==> src/logic/tpg_pkg.sv <==
`default_nettype none

package tpg_pkg;

  // ----------------------------------------------------------------
  // Widths
  // ----------------------------------------------------------------
  localparam int CNT_W  = 12;
  localparam int CMP_W  = 13;
  localparam int REP_W  = 8;
  localparam int PSC_W  = 3;
  localparam int PH_N   = 3;
  localparam int SLOT_N = 4;
  localparam int ADDR_W = 4;
  localparam int DATA_W = 8;

  // Compare slots 0..2 are phases a..c, slot 3 is the period
  localparam int PER_SLOT = 3;

  // ----------------------------------------------------------------
  // Register offsets
  // ----------------------------------------------------------------
  localparam logic [ADDR_W-1:0] OFS_CTRL     = 4'h0;
  localparam logic [ADDR_W-1:0] OFS_REP      = 4'h1;
  localparam logic [ADDR_W-1:0] OFS_CMP_BASE = 4'h2;
  localparam logic [ADDR_W-1:0] OFS_CMP_LAST = 4'h9;
  localparam logic [ADDR_W-1:0] OFS_FLAG     = 4'ha;
  localparam logic [ADDR_W-1:0] OFS_IEN      = 4'hb;

  // ----------------------------------------------------------------
  // Field positions
  // ----------------------------------------------------------------
  localparam int CTRL_PSC_LSB   = 0;
  localparam int CTRL_ALIGN_BIT = 3;
  localparam int CTRL_BYTE_BIT  = 4;
  localparam int CTRL_OVF_LSB   = 5;
  localparam int FLAG_UPD_BIT   = 7;
  localparam int IEN_UPD_BIT    = 7;
  localparam int IEN_CKE_BIT    = 0;
  localparam int HI_BYTE_BIT    = 0;
  localparam int ROUND_LSB      = 3;
  localparam int HALF_BIT       = 2;

  // ----------------------------------------------------------------
  // Codes and reset values
  // ----------------------------------------------------------------
  localparam logic [DATA_W-1:0] RESYNC_CODE = 8'hff;
  localparam logic [DATA_W-1:0] CTRL_RST    = 8'h00;
  localparam logic [DATA_W-1:0] REP_RST     = 8'h00;
  localparam logic [DATA_W-1:0] IEN_RST     = 8'h00;
  localparam logic [DATA_W-1:0] CMP_LO_RST  = 8'h00;
  localparam logic [DATA_W-1:0] CMP_HI_RST  = 8'h00;
  localparam logic [DATA_W-1:0] PER_LO_RST  = 8'hff;
  localparam logic [DATA_W-1:0] PER_HI_RST  = 8'h0f;
  localparam logic [DATA_W-1:0] RD_NONE     = 8'h00;
  localparam logic [CMP_W-1:0]  CMP_MAX     = 13'h1fff;

  typedef enum logic {TPG_UP, TPG_DOWN} tpg_dir_t;

  // Left-aligned 16-bit word rounded to 13 bits, saturating at the top
  function automatic logic [CMP_W-1:0] tpg_round(input logic [15:0] word);
    logic [CMP_W:0] sum;
    sum = {1'b0, word[15:ROUND_LSB]} + {{CMP_W{1'b0}}, word[HALF_BIT]};
    return sum[CMP_W] ? CMP_MAX : sum[CMP_W-1:0];
  endfunction : tpg_round

endpackage : tpg_pkg

`default_nettype wire

==> src/logic/tpg_prescaler.sv <==
`default_nettype none

module tpg_prescaler
  import tpg_pkg::*;
#(
  parameter int W = PSC_W
) (
  input  wire logic         core_clk,
  input  wire logic         rst,
  input  wire logic         clear,
  input  wire logic [W-1:0] div,
  output logic              tick
);

  logic [W-1:0] cnt_reg;
  logic [W-1:0] cnt_next;
  logic         tick_reg;
  logic         tick_next;

  // Divides by div+1: one tick every div+1 clocks
  always_comb begin
    cnt_next  = cnt_reg + 1'b1;
    tick_next = 1'b0;
    if (clear) begin
      cnt_next = '0;
    end else if (cnt_reg >= div) begin
      cnt_next  = '0;
      tick_next = 1'b1;
    end
  end

  always_ff @(posedge core_clk or posedge rst) begin
    if (rst) begin
      cnt_reg  <= '0;
      tick_reg <= 1'b0;
    end else begin
      cnt_reg  <= cnt_next;
      tick_reg <= tick_next;
    end
  end

  assign tick = tick_reg;

endmodule : tpg_prescaler

`default_nettype wire

==> src/logic/tpg_pwm.sv <==
// Summary of operation
// - Three phase outputs from one 12-bit counter against three 13-bit compares.
// - A 12-bit period compare sets the carrier period and the turning point.
// - All compares are preloaded; active copies change at update events or at a deferred transfer.
// - Counter clock comes from a 3-bit prescaler dividing by 1 to 8.
// - Prescaler setting is preloaded and takes effect at the next update.
// - Center mode counts up to the period, down to zero, and repeats.
// - Center mode: output low on up-count match, high on down-count match.
// - Edge mode wraps to zero after the period; low on match, high at clear.
// - Compare above extended period holds high; compare zero holds low.
// - Comparisons use the counter zero-extended to 13 bits.
// - An update between low and high writes is deferred until the high write.
// - Byte mode uses 8-bit compares; full-duty bits force 100% and clear on update.
// - Reads of preloaded registers return the preload contents.
// - Phase compares are left-aligned 16-bit words rounded to 13 bits on load.
// - Transfers happen at wrap events only when the repetition counter is zero.
// - Repetition counts wraps: one per period in edge, two in center mode.
// - Repetition counter reloads itself from the repetition register at zero.
// - The update flag is raised together with every update event.
// - Writing ff to the flag register resets the counter and forces an update.
// - Counter held at zero while disabled; enabling forces an update.
//
// Local design decisions: strobed register access and the address map.
`default_nettype none

module tpg_pwm
  import tpg_pkg::*;
(
  input  wire logic              core_clk,
  input  wire logic              rst,
  input  wire logic [ADDR_W-1:0] addr,
  input  wire logic [DATA_W-1:0] wr_data,
  input  wire logic              wr_stb,
  input  wire logic              rd_stb,
  output logic      [DATA_W-1:0] rd_data,
  output logic                   phase_a_pwm,
  output logic                   phase_b_pwm,
  output logic                   phase_c_pwm,
  output logic                   update_pulse,
  output logic                   irq
);

  // ----------------------------------------------------------------
  // Address decode
  // ----------------------------------------------------------------
  function automatic logic is_cmp(input logic [ADDR_W-1:0] a);
    return (a >= OFS_CMP_BASE) && (a <= OFS_CMP_LAST);
  endfunction : is_cmp

  function automatic logic [1:0] slot_of(input logic [ADDR_W-1:0] a);
    logic [ADDR_W-1:0] rel;
    rel = a - OFS_CMP_BASE;
    return rel[2:1];
  endfunction : slot_of

  // ----------------------------------------------------------------
  // State
  // ----------------------------------------------------------------
  logic [DATA_W-1:0] ctrl_pre_reg, ctrl_pre_next;
  logic [DATA_W-1:0] rep_pre_reg, rep_pre_next;
  logic [DATA_W-1:0] ien_reg, ien_next;
  logic [REP_W-1:0]  rep_cnt_reg, rep_cnt_next;
  logic [PSC_W-1:0]  psc_act_reg, psc_act_next;
  logic              align_act_reg, align_act_next;
  logic [DATA_W-1:0] lo_reg [SLOT_N];
  logic [DATA_W-1:0] lo_next [SLOT_N];
  logic [DATA_W-1:0] hi_reg [SLOT_N];
  logic [DATA_W-1:0] hi_next [SLOT_N];
  logic [SLOT_N-1:0] pend_reg, pend_next;
  logic [SLOT_N-1:0] defer_reg, defer_next;
  logic [CNT_W-1:0]  per_act_reg, per_act_next;
  logic [CMP_W-1:0]  ph_act_reg [PH_N];
  logic [CMP_W-1:0]  ph_act_next [PH_N];
  logic [CNT_W-1:0]  cnt_reg, cnt_next;
  tpg_dir_t          dir_reg, dir_next;
  logic              flag_reg, flag_next;
  logic              cke_d_reg;
  logic              upd_pulse_reg;
  logic              irq_reg, irq_next;
  logic [DATA_W-1:0] rd_data_reg, rd_data_next;
  logic [PH_N-1:0]   pwm_q;

  logic              tick;
  logic              cke;
  logic              byte_pre;
  logic              resync;
  logic              cke_rise;
  logic              wrap;
  logic              upd;
  logic [SLOT_N-1:0] load_v;

  assign cke      = ien_reg[IEN_CKE_BIT];
  assign byte_pre = ctrl_pre_reg[CTRL_BYTE_BIT];
  assign resync   = wr_stb && (addr == OFS_FLAG) && (wr_data == RESYNC_CODE);
  assign cke_rise = cke && !cke_d_reg;

  // ----------------------------------------------------------------
  // Prescaler
  // ----------------------------------------------------------------
  // Cleared on resync so the new period starts with a full prescale step
  tpg_prescaler #(
    .W (PSC_W)
  ) u_psc (
    .core_clk (core_clk),
    .rst      (rst),
    .clear    (resync || !cke),
    .div      (psc_act_reg),
    .tick     (tick)
  );

  // ----------------------------------------------------------------
  // Counter, update and registers
  // ----------------------------------------------------------------
  always_comb begin
    cnt_next       = cnt_reg;
    dir_next       = dir_reg;
    wrap           = 1'b0;
    ctrl_pre_next  = ctrl_pre_reg;
    rep_pre_next   = rep_pre_reg;
    ien_next       = ien_reg;
    rep_cnt_next   = rep_cnt_reg;
    psc_act_next   = psc_act_reg;
    align_act_next = align_act_reg;
    lo_next        = lo_reg;
    hi_next        = hi_reg;
    pend_next      = pend_reg;
    defer_next     = defer_reg;
    per_act_next   = per_act_reg;
    ph_act_next    = ph_act_reg;
    load_v         = '0;
    rd_data_next   = RD_NONE;

    if (!cke || resync) begin
      cnt_next = '0;
      dir_next = TPG_UP;
    end else if (tick) begin
      if (align_act_reg) begin
        if (dir_reg == TPG_UP) begin
          if (cnt_reg >= per_act_reg) begin
            wrap     = 1'b1;
            dir_next = TPG_DOWN;
            cnt_next = cnt_reg - 1'b1;
          end else begin
            cnt_next = cnt_reg + 1'b1;
          end
        end else if (cnt_reg == '0) begin
          wrap     = 1'b1;
          dir_next = TPG_UP;
          cnt_next = cnt_reg + 1'b1;
        end else begin
          cnt_next = cnt_reg - 1'b1;
        end
      end else if (cnt_reg >= per_act_reg) begin
        wrap     = 1'b1;
        cnt_next = '0;
      end else begin
        cnt_next = cnt_reg + 1'b1;
      end
    end

    // Forced updates (resync, enable) bypass the repetition gate
    upd = (wrap && (rep_cnt_reg == '0)) || resync || cke_rise;

    if (resync || cke_rise) begin
      rep_cnt_next = rep_pre_reg;
    end else if (wrap) begin
      rep_cnt_next = (rep_cnt_reg == '0) ? rep_pre_reg : rep_cnt_reg - 1'b1;
    end

    if (upd) begin
      psc_act_next   = ctrl_pre_reg[CTRL_PSC_LSB +: PSC_W];
      align_act_next = ctrl_pre_reg[CTRL_ALIGN_BIT];
      ctrl_pre_next[CTRL_OVF_LSB +: PH_N] = '0;
    end

    if (wr_stb && (addr == OFS_CTRL)) begin
      ctrl_pre_next = wr_data;
    end
    if (wr_stb && (addr == OFS_REP)) begin
      rep_pre_next = wr_data;
    end
    if (wr_stb && (addr == OFS_IEN)) begin
      ien_next = wr_data;
    end

    for (int s = 0; s < SLOT_N; s++) begin
      if (wr_stb && is_cmp(addr) && (slot_of(addr) == 2'(s))) begin
        if (addr[HI_BYTE_BIT]) begin
          hi_next[s]   = wr_data;
          pend_next[s] = 1'b0;
        end else begin
          lo_next[s]   = wr_data;
          pend_next[s] = !byte_pre;
        end
      end
      if (upd) begin
        if (pend_reg[s] && !byte_pre) begin
          defer_next[s] = 1'b1;
        end else begin
          load_v[s] = 1'b1;
        end
      end
      // Deferred transfer runs the cycle after the high byte lands
      if (defer_reg[s] && !pend_reg[s]) begin
        load_v[s]     = 1'b1;
        defer_next[s] = 1'b0;
      end
    end

    if (load_v[PER_SLOT]) begin
      per_act_next = byte_pre ? {4'h0, hi_reg[PER_SLOT]}
                              : {hi_reg[PER_SLOT][3:0], lo_reg[PER_SLOT]};
    end
    for (int p = 0; p < PH_N; p++) begin
      if (load_v[p]) begin
        ph_act_next[p] = byte_pre ? {4'h0, ctrl_pre_reg[CTRL_OVF_LSB + p], hi_reg[p]}
                                  : tpg_round({hi_reg[p], lo_reg[p]});
      end
    end

    // Set wins over a clear in the same cycle
    flag_next = flag_reg;
    if (wr_stb && (addr == OFS_FLAG) && !wr_data[FLAG_UPD_BIT]) begin
      flag_next = 1'b0;
    end
    if (upd) begin
      flag_next = 1'b1;
    end
    irq_next = flag_reg && ien_reg[IEN_UPD_BIT];

    if (rd_stb) begin
      if (is_cmp(addr)) begin
        rd_data_next = addr[HI_BYTE_BIT] ? hi_reg[slot_of(addr)] : lo_reg[slot_of(addr)];
      end else begin
        unique case (addr)
          OFS_CTRL: rd_data_next = ctrl_pre_reg;
          OFS_REP:  rd_data_next = rep_pre_reg;
          OFS_FLAG: rd_data_next = {flag_reg, 7'h00};
          OFS_IEN:  rd_data_next = ien_reg;
          default:  rd_data_next = RD_NONE;
        endcase
      end
    end
  end

  always_ff @(posedge core_clk or posedge rst) begin
    if (rst) begin
      cnt_reg       <= '0;
      dir_reg       <= TPG_UP;
      ctrl_pre_reg  <= CTRL_RST;
      rep_pre_reg   <= REP_RST;
      ien_reg       <= IEN_RST;
      rep_cnt_reg   <= '0;
      psc_act_reg   <= CTRL_RST[CTRL_PSC_LSB +: PSC_W];
      align_act_reg <= CTRL_RST[CTRL_ALIGN_BIT];
      for (int s = 0; s < SLOT_N; s++) begin
        lo_reg[s] <= (s == PER_SLOT) ? PER_LO_RST : CMP_LO_RST;
        hi_reg[s] <= (s == PER_SLOT) ? PER_HI_RST : CMP_HI_RST;
      end
      pend_reg      <= '0;
      defer_reg     <= '0;
      per_act_reg   <= {PER_HI_RST[3:0], PER_LO_RST};
      for (int p = 0; p < PH_N; p++) begin
        ph_act_reg[p] <= '0;
      end
      flag_reg      <= 1'b0;
      cke_d_reg     <= 1'b0;
      upd_pulse_reg <= 1'b0;
      irq_reg       <= 1'b0;
      rd_data_reg   <= RD_NONE;
    end else begin
      cnt_reg       <= cnt_next;
      dir_reg       <= dir_next;
      ctrl_pre_reg  <= ctrl_pre_next;
      rep_pre_reg   <= rep_pre_next;
      ien_reg       <= ien_next;
      rep_cnt_reg   <= rep_cnt_next;
      psc_act_reg   <= psc_act_next;
      align_act_reg <= align_act_next;
      lo_reg        <= lo_next;
      hi_reg        <= hi_next;
      pend_reg      <= pend_next;
      defer_reg     <= defer_next;
      per_act_reg   <= per_act_next;
      ph_act_reg    <= ph_act_next;
      flag_reg      <= flag_next;
      cke_d_reg     <= cke;
      upd_pulse_reg <= upd;
      irq_reg       <= irq_next;
      rd_data_reg   <= rd_data_next;
    end
  end

  // ----------------------------------------------------------------
  // Phase outputs
  // ----------------------------------------------------------------
  for (genvar g = 0; g < PH_N; g++) begin : g_phase
    logic lvl_reg;
    logic lvl_next;

    // Level-based match is safe: the counter dwells on a value for a whole prescale step
    always_comb begin
      lvl_next = lvl_reg;
      if (ph_act_reg[g] == '0) begin
        lvl_next = 1'b0;
      end else if (ph_act_reg[g] > {1'b0, per_act_reg}) begin
        lvl_next = 1'b1;
      end else if ({1'b0, cnt_reg} == ph_act_reg[g]) begin
        lvl_next = align_act_reg && (dir_reg == TPG_DOWN);
      end else if (!align_act_reg && (cnt_reg == '0)) begin
        lvl_next = 1'b1;
      end
    end

    always_ff @(posedge core_clk or posedge rst) begin
      if (rst) begin
        lvl_reg <= 1'b0;
      end else begin
        lvl_reg <= lvl_next;
      end
    end

    assign pwm_q[g] = lvl_reg;
  end

  assign phase_a_pwm  = pwm_q[0];
  assign phase_b_pwm  = pwm_q[1];
  assign phase_c_pwm  = pwm_q[2];
  assign update_pulse = upd_pulse_reg;
  assign irq          = irq_reg;
  assign rd_data      = rd_data_reg;
endmodule : tpg_pwm

`default_nettype wire

==> config.mk <==
export PLATFORM = sky130hd
export DESIGN_NAME = tpg_pwm
export DESIGN_NICKNAME = d
export VERILOG_FILES = /design/src/logic/tpg_pkg.sv /design/src/logic/tpg_prescaler.sv /design/src/logic/tpg_pwm.sv
export SDC_FILE = /design/constraint.sdc
export NUM_CORES = 1
export LEC_CHECK = 0
export BUFFER_PORTS_ARGS = -buffer_cell sky130_fd_sc_hd__buf_2
export CAP_MARGIN = 20
export CELL_PAD_IN_SITES_DETAIL_PLACEMENT = 1
export CELL_PAD_IN_SITES_GLOBAL_PLACEMENT = 2
export CORE_MARGIN = 5
export CORE_UTILIZATION = 42
export CTS_CLUSTER_SIZE = 16
export DETAILED_ROUTE_END_ITERATION = 7
export PLACE_DENSITY_LB_ADDON = 0.1
export SYNTH_ARGS = -nofsm -noshare
export SYNTH_HDL_FRONTEND = slang
export SYNTH_HIERARCHICAL = 1
export SYNTH_SLANG_ARGS = --single-unit
export TNS_END_PERCENT = 1
==> constraint.sdc <==
create_clock -name core_clk -period 6.1 [get_ports core_clk]
set_input_delay 0.305 -clock core_clk [delete_from_list [all_inputs] [get_ports core_clk]]
set_output_delay 0.305 -clock core_clk [all_outputs]
set_load 0.01 [all_outputs]
==> out/qor.txt <==
status: complete, no violations
aggregate global-route resource usage: 0.236
Top FF cell, synth: dfrtp_1
CTS tree: done
die width: 177 um
Slew Viols, Final: 0
DR vias: 8674
Post-Route Utilization: 0.459
Hold Path Class: input port to register
first-pass GRT wire length: 56100 um
max cap viols: 0
asr flop ratio synth: 1.00
Yosys reg bits: 191
LEAKAGE: 5.58 nW
Post-Route WL: 35700 um
CP startpoint kind: register
share of the synthesized area in the top cell type: 0.359
instance count of the mapped netlist: 1125
most common cell after layout, fill and taps aside: dfrtp_1
Avg Cell Area, Syn: 10.4 um^2
Syn Nets: 1208
worst-path fanout max: 13
most frequent cells in the layout: dfrtp_1, nand2_1, mux2_2
Area after DPL: 12000 um^2
P_sw: 2.16 mW
Area Overhead vs Synth: 8.71%
clk slew on worst S/H paths: 0.09 ns
VDD IR max: 0.000202 V
final hold slack: 0.119 ns
Synth Cell Area: 11700 um^2
PwrDens: 418 nW/um^2
post-layout instance area: 12700 um^2
number of enable flip-flop cells after synthesis: 0
cell-internal power: 3.14 mW
Site Rows: 61
post-DR vias/cell: 5.76
final hold vios: 0
Skew-Pair Late Insertion Delay: 0.44 ns
Clk network pwr share: 0.222
Final TNS setup: 0 ns
die area: 31200 um^2
Final WS setup: 2.53 ns
antenna violations before repair: 0
max_slew headroom: 0.380
# diodes: 0
I/O Buffers: 28
H-tree Lvls: 4
Final period util: 0.585
final setup fails: 0
# nets final: 1198
Place WS: 2.45 ns
DIE HEIGHT: 177 um
Required @ worst endpoint: 6.42 ns
CTS Buf Count: 17
fin crit period: 3.57 ns
CTS root buf: clkbuf_16
sequential share of the synthesized area: 0.413
Tightest Pin Transition: 0.924 ns
# resized after CTS: 0
clk_skew: 0.0187 ns
switching share of power: 0.408
Worst EP arrival: 3.89 ns
GRT Residual Overflow: 0
RSZ-0062 raised after global routing: false
Peak Freq: 280 MHz
Yosys warning count: 6
combinational power share: 0.355
number of distinct library cells after synthesis: 74
layout cells sized above 1: 0.187
CTS Sinks: 191
worst-case clock buffer depth: 2
Initial Utilization: 0.422
Initial DRT Pass Iterations: 5
hpwl dp: 26500 um
Core Area: 27600 um^2
Synth area leaders: dfrtp_1, mux2_2, ha_1
number of global-route vias before repair: 8997
DRT antenna net count: 0
reg2reg setup slack: 2.53 ns
Critical Path End Type: register
Final Wtd Congestion: 0.844
Largest register FFs: 39
area leader, netlist: dfrtp_1
largest net degree at the start of global routing: 124
wire per inst: 23.7 um
Setup CP Type: register to register
DRC errors left: 0
Initial DRC Count: 554
sequential share of power: 0.423
I/O pins: 29
==> worst paths after layout <==
path,from,end,depth (start not counted)
setup / recovery,cnt_reg[0],ph_act_reg[18],10
setup reg to reg,cnt_reg[0],ph_act_reg[18],10
min in group asynchronous,rst,u_psc/cnt_reg[2],3
max in group asynchronous,rst,ph_act_reg[8],4
hold / removal,wr_data[7],ien_reg[7],2
hold reg to reg,u_psc/cnt_reg[0],u_psc/cnt_reg[0],1
==> power by group through the flow <==
stage	clock, mW	combinational, mW	sequential, mW
after floorplan	0	1.46	1.96
after global placement	0	1.82	2.24
after detailed placement	0	1.88	2.26
after CTS	1.21	1.90	2.23
after global routing	1.26	2.13	2.29
final	1.18	1.88	2.24
==> area by class of cell <==
class / count / area (um^2)
Timing Repair Buffer: 34 / 188
Inverter: 55 / 219
Multi-Input combinational cell: 816 / 6360
Clock buffer: 17 / 425
Fill cell: 3102 / 15000
Clock inverter: 15 / 194
Tap cell: 378 / 473
Sequential cell: 191 / 4810
==> synthesized netlist by cell type, drive strengths merged (20+ instances only) <==
cell type and n:
nand2 101, nor3 29, clkbuf 51, mux2i 29
ha 67, xor2 29, inv 54, xnor2 33
dfrtp 167, mux2 101, nor2 46, a21oi 33
nand3 36, o21ai 68, dfstp 24, nand4 20
==> what timing repair did <==
action | CTS | global route
buffers inserted | 0 | 0
hold buffers | 1 | 0
hold endpoints to repair | 4 | 0
==> routing by layer <==
metal,wire (um),share of wire,GRT usage
met5,0,0,0
met4,639,0.018,0.0551
met3,937,0.026,0.0291
met2,16600,0.47,0.371
met1,17500,0.49,0.350
==> stage by stage <==
step | instances | power (mW)
after global placement | 1473 | 4.07
after floorplan | 1125 | 3.42
after detailed placement | 1473 | 4.14
after global routing | 1506 | 5.68
after CTS | 1506 | 5.34
final | 1506 | 5.30
==> kinds of logic (layout without fill, tap and decap cells) <==
| kind of cell | after synthesis | in the layout | synth area share |
|---|---|---|---|
| simple gates | 318 | 318 | 0.140 |
| compound gates | 223 | 223 | 0.132 |
| flops | 191 | 191 | 0.413 |
| mux | 146 | 146 | 0.156 |
| buf+inv | 118 | 121 | 0.0415 |
| fa+ha+maj | 67 | 67 | 0.0719 |
| xor+xnor | 62 | 62 | 0.0466 |
==> worst max-delay path, stage by stage, from the launching register on <==
cell       delay [ns]
dfrtp_1          0.68
inv_1            0.18
ha_1             0.30
nand2b_1         0.15
a2111o_1         0.43
a311oi_1         0.52
a22oi_4          0.20
nand2_4          0.21
clkinv_4         0.17
a2bb2oi_4        0.24
mux2_1           0.36
No activity file was read; power rests on OpenSTA's default activity.
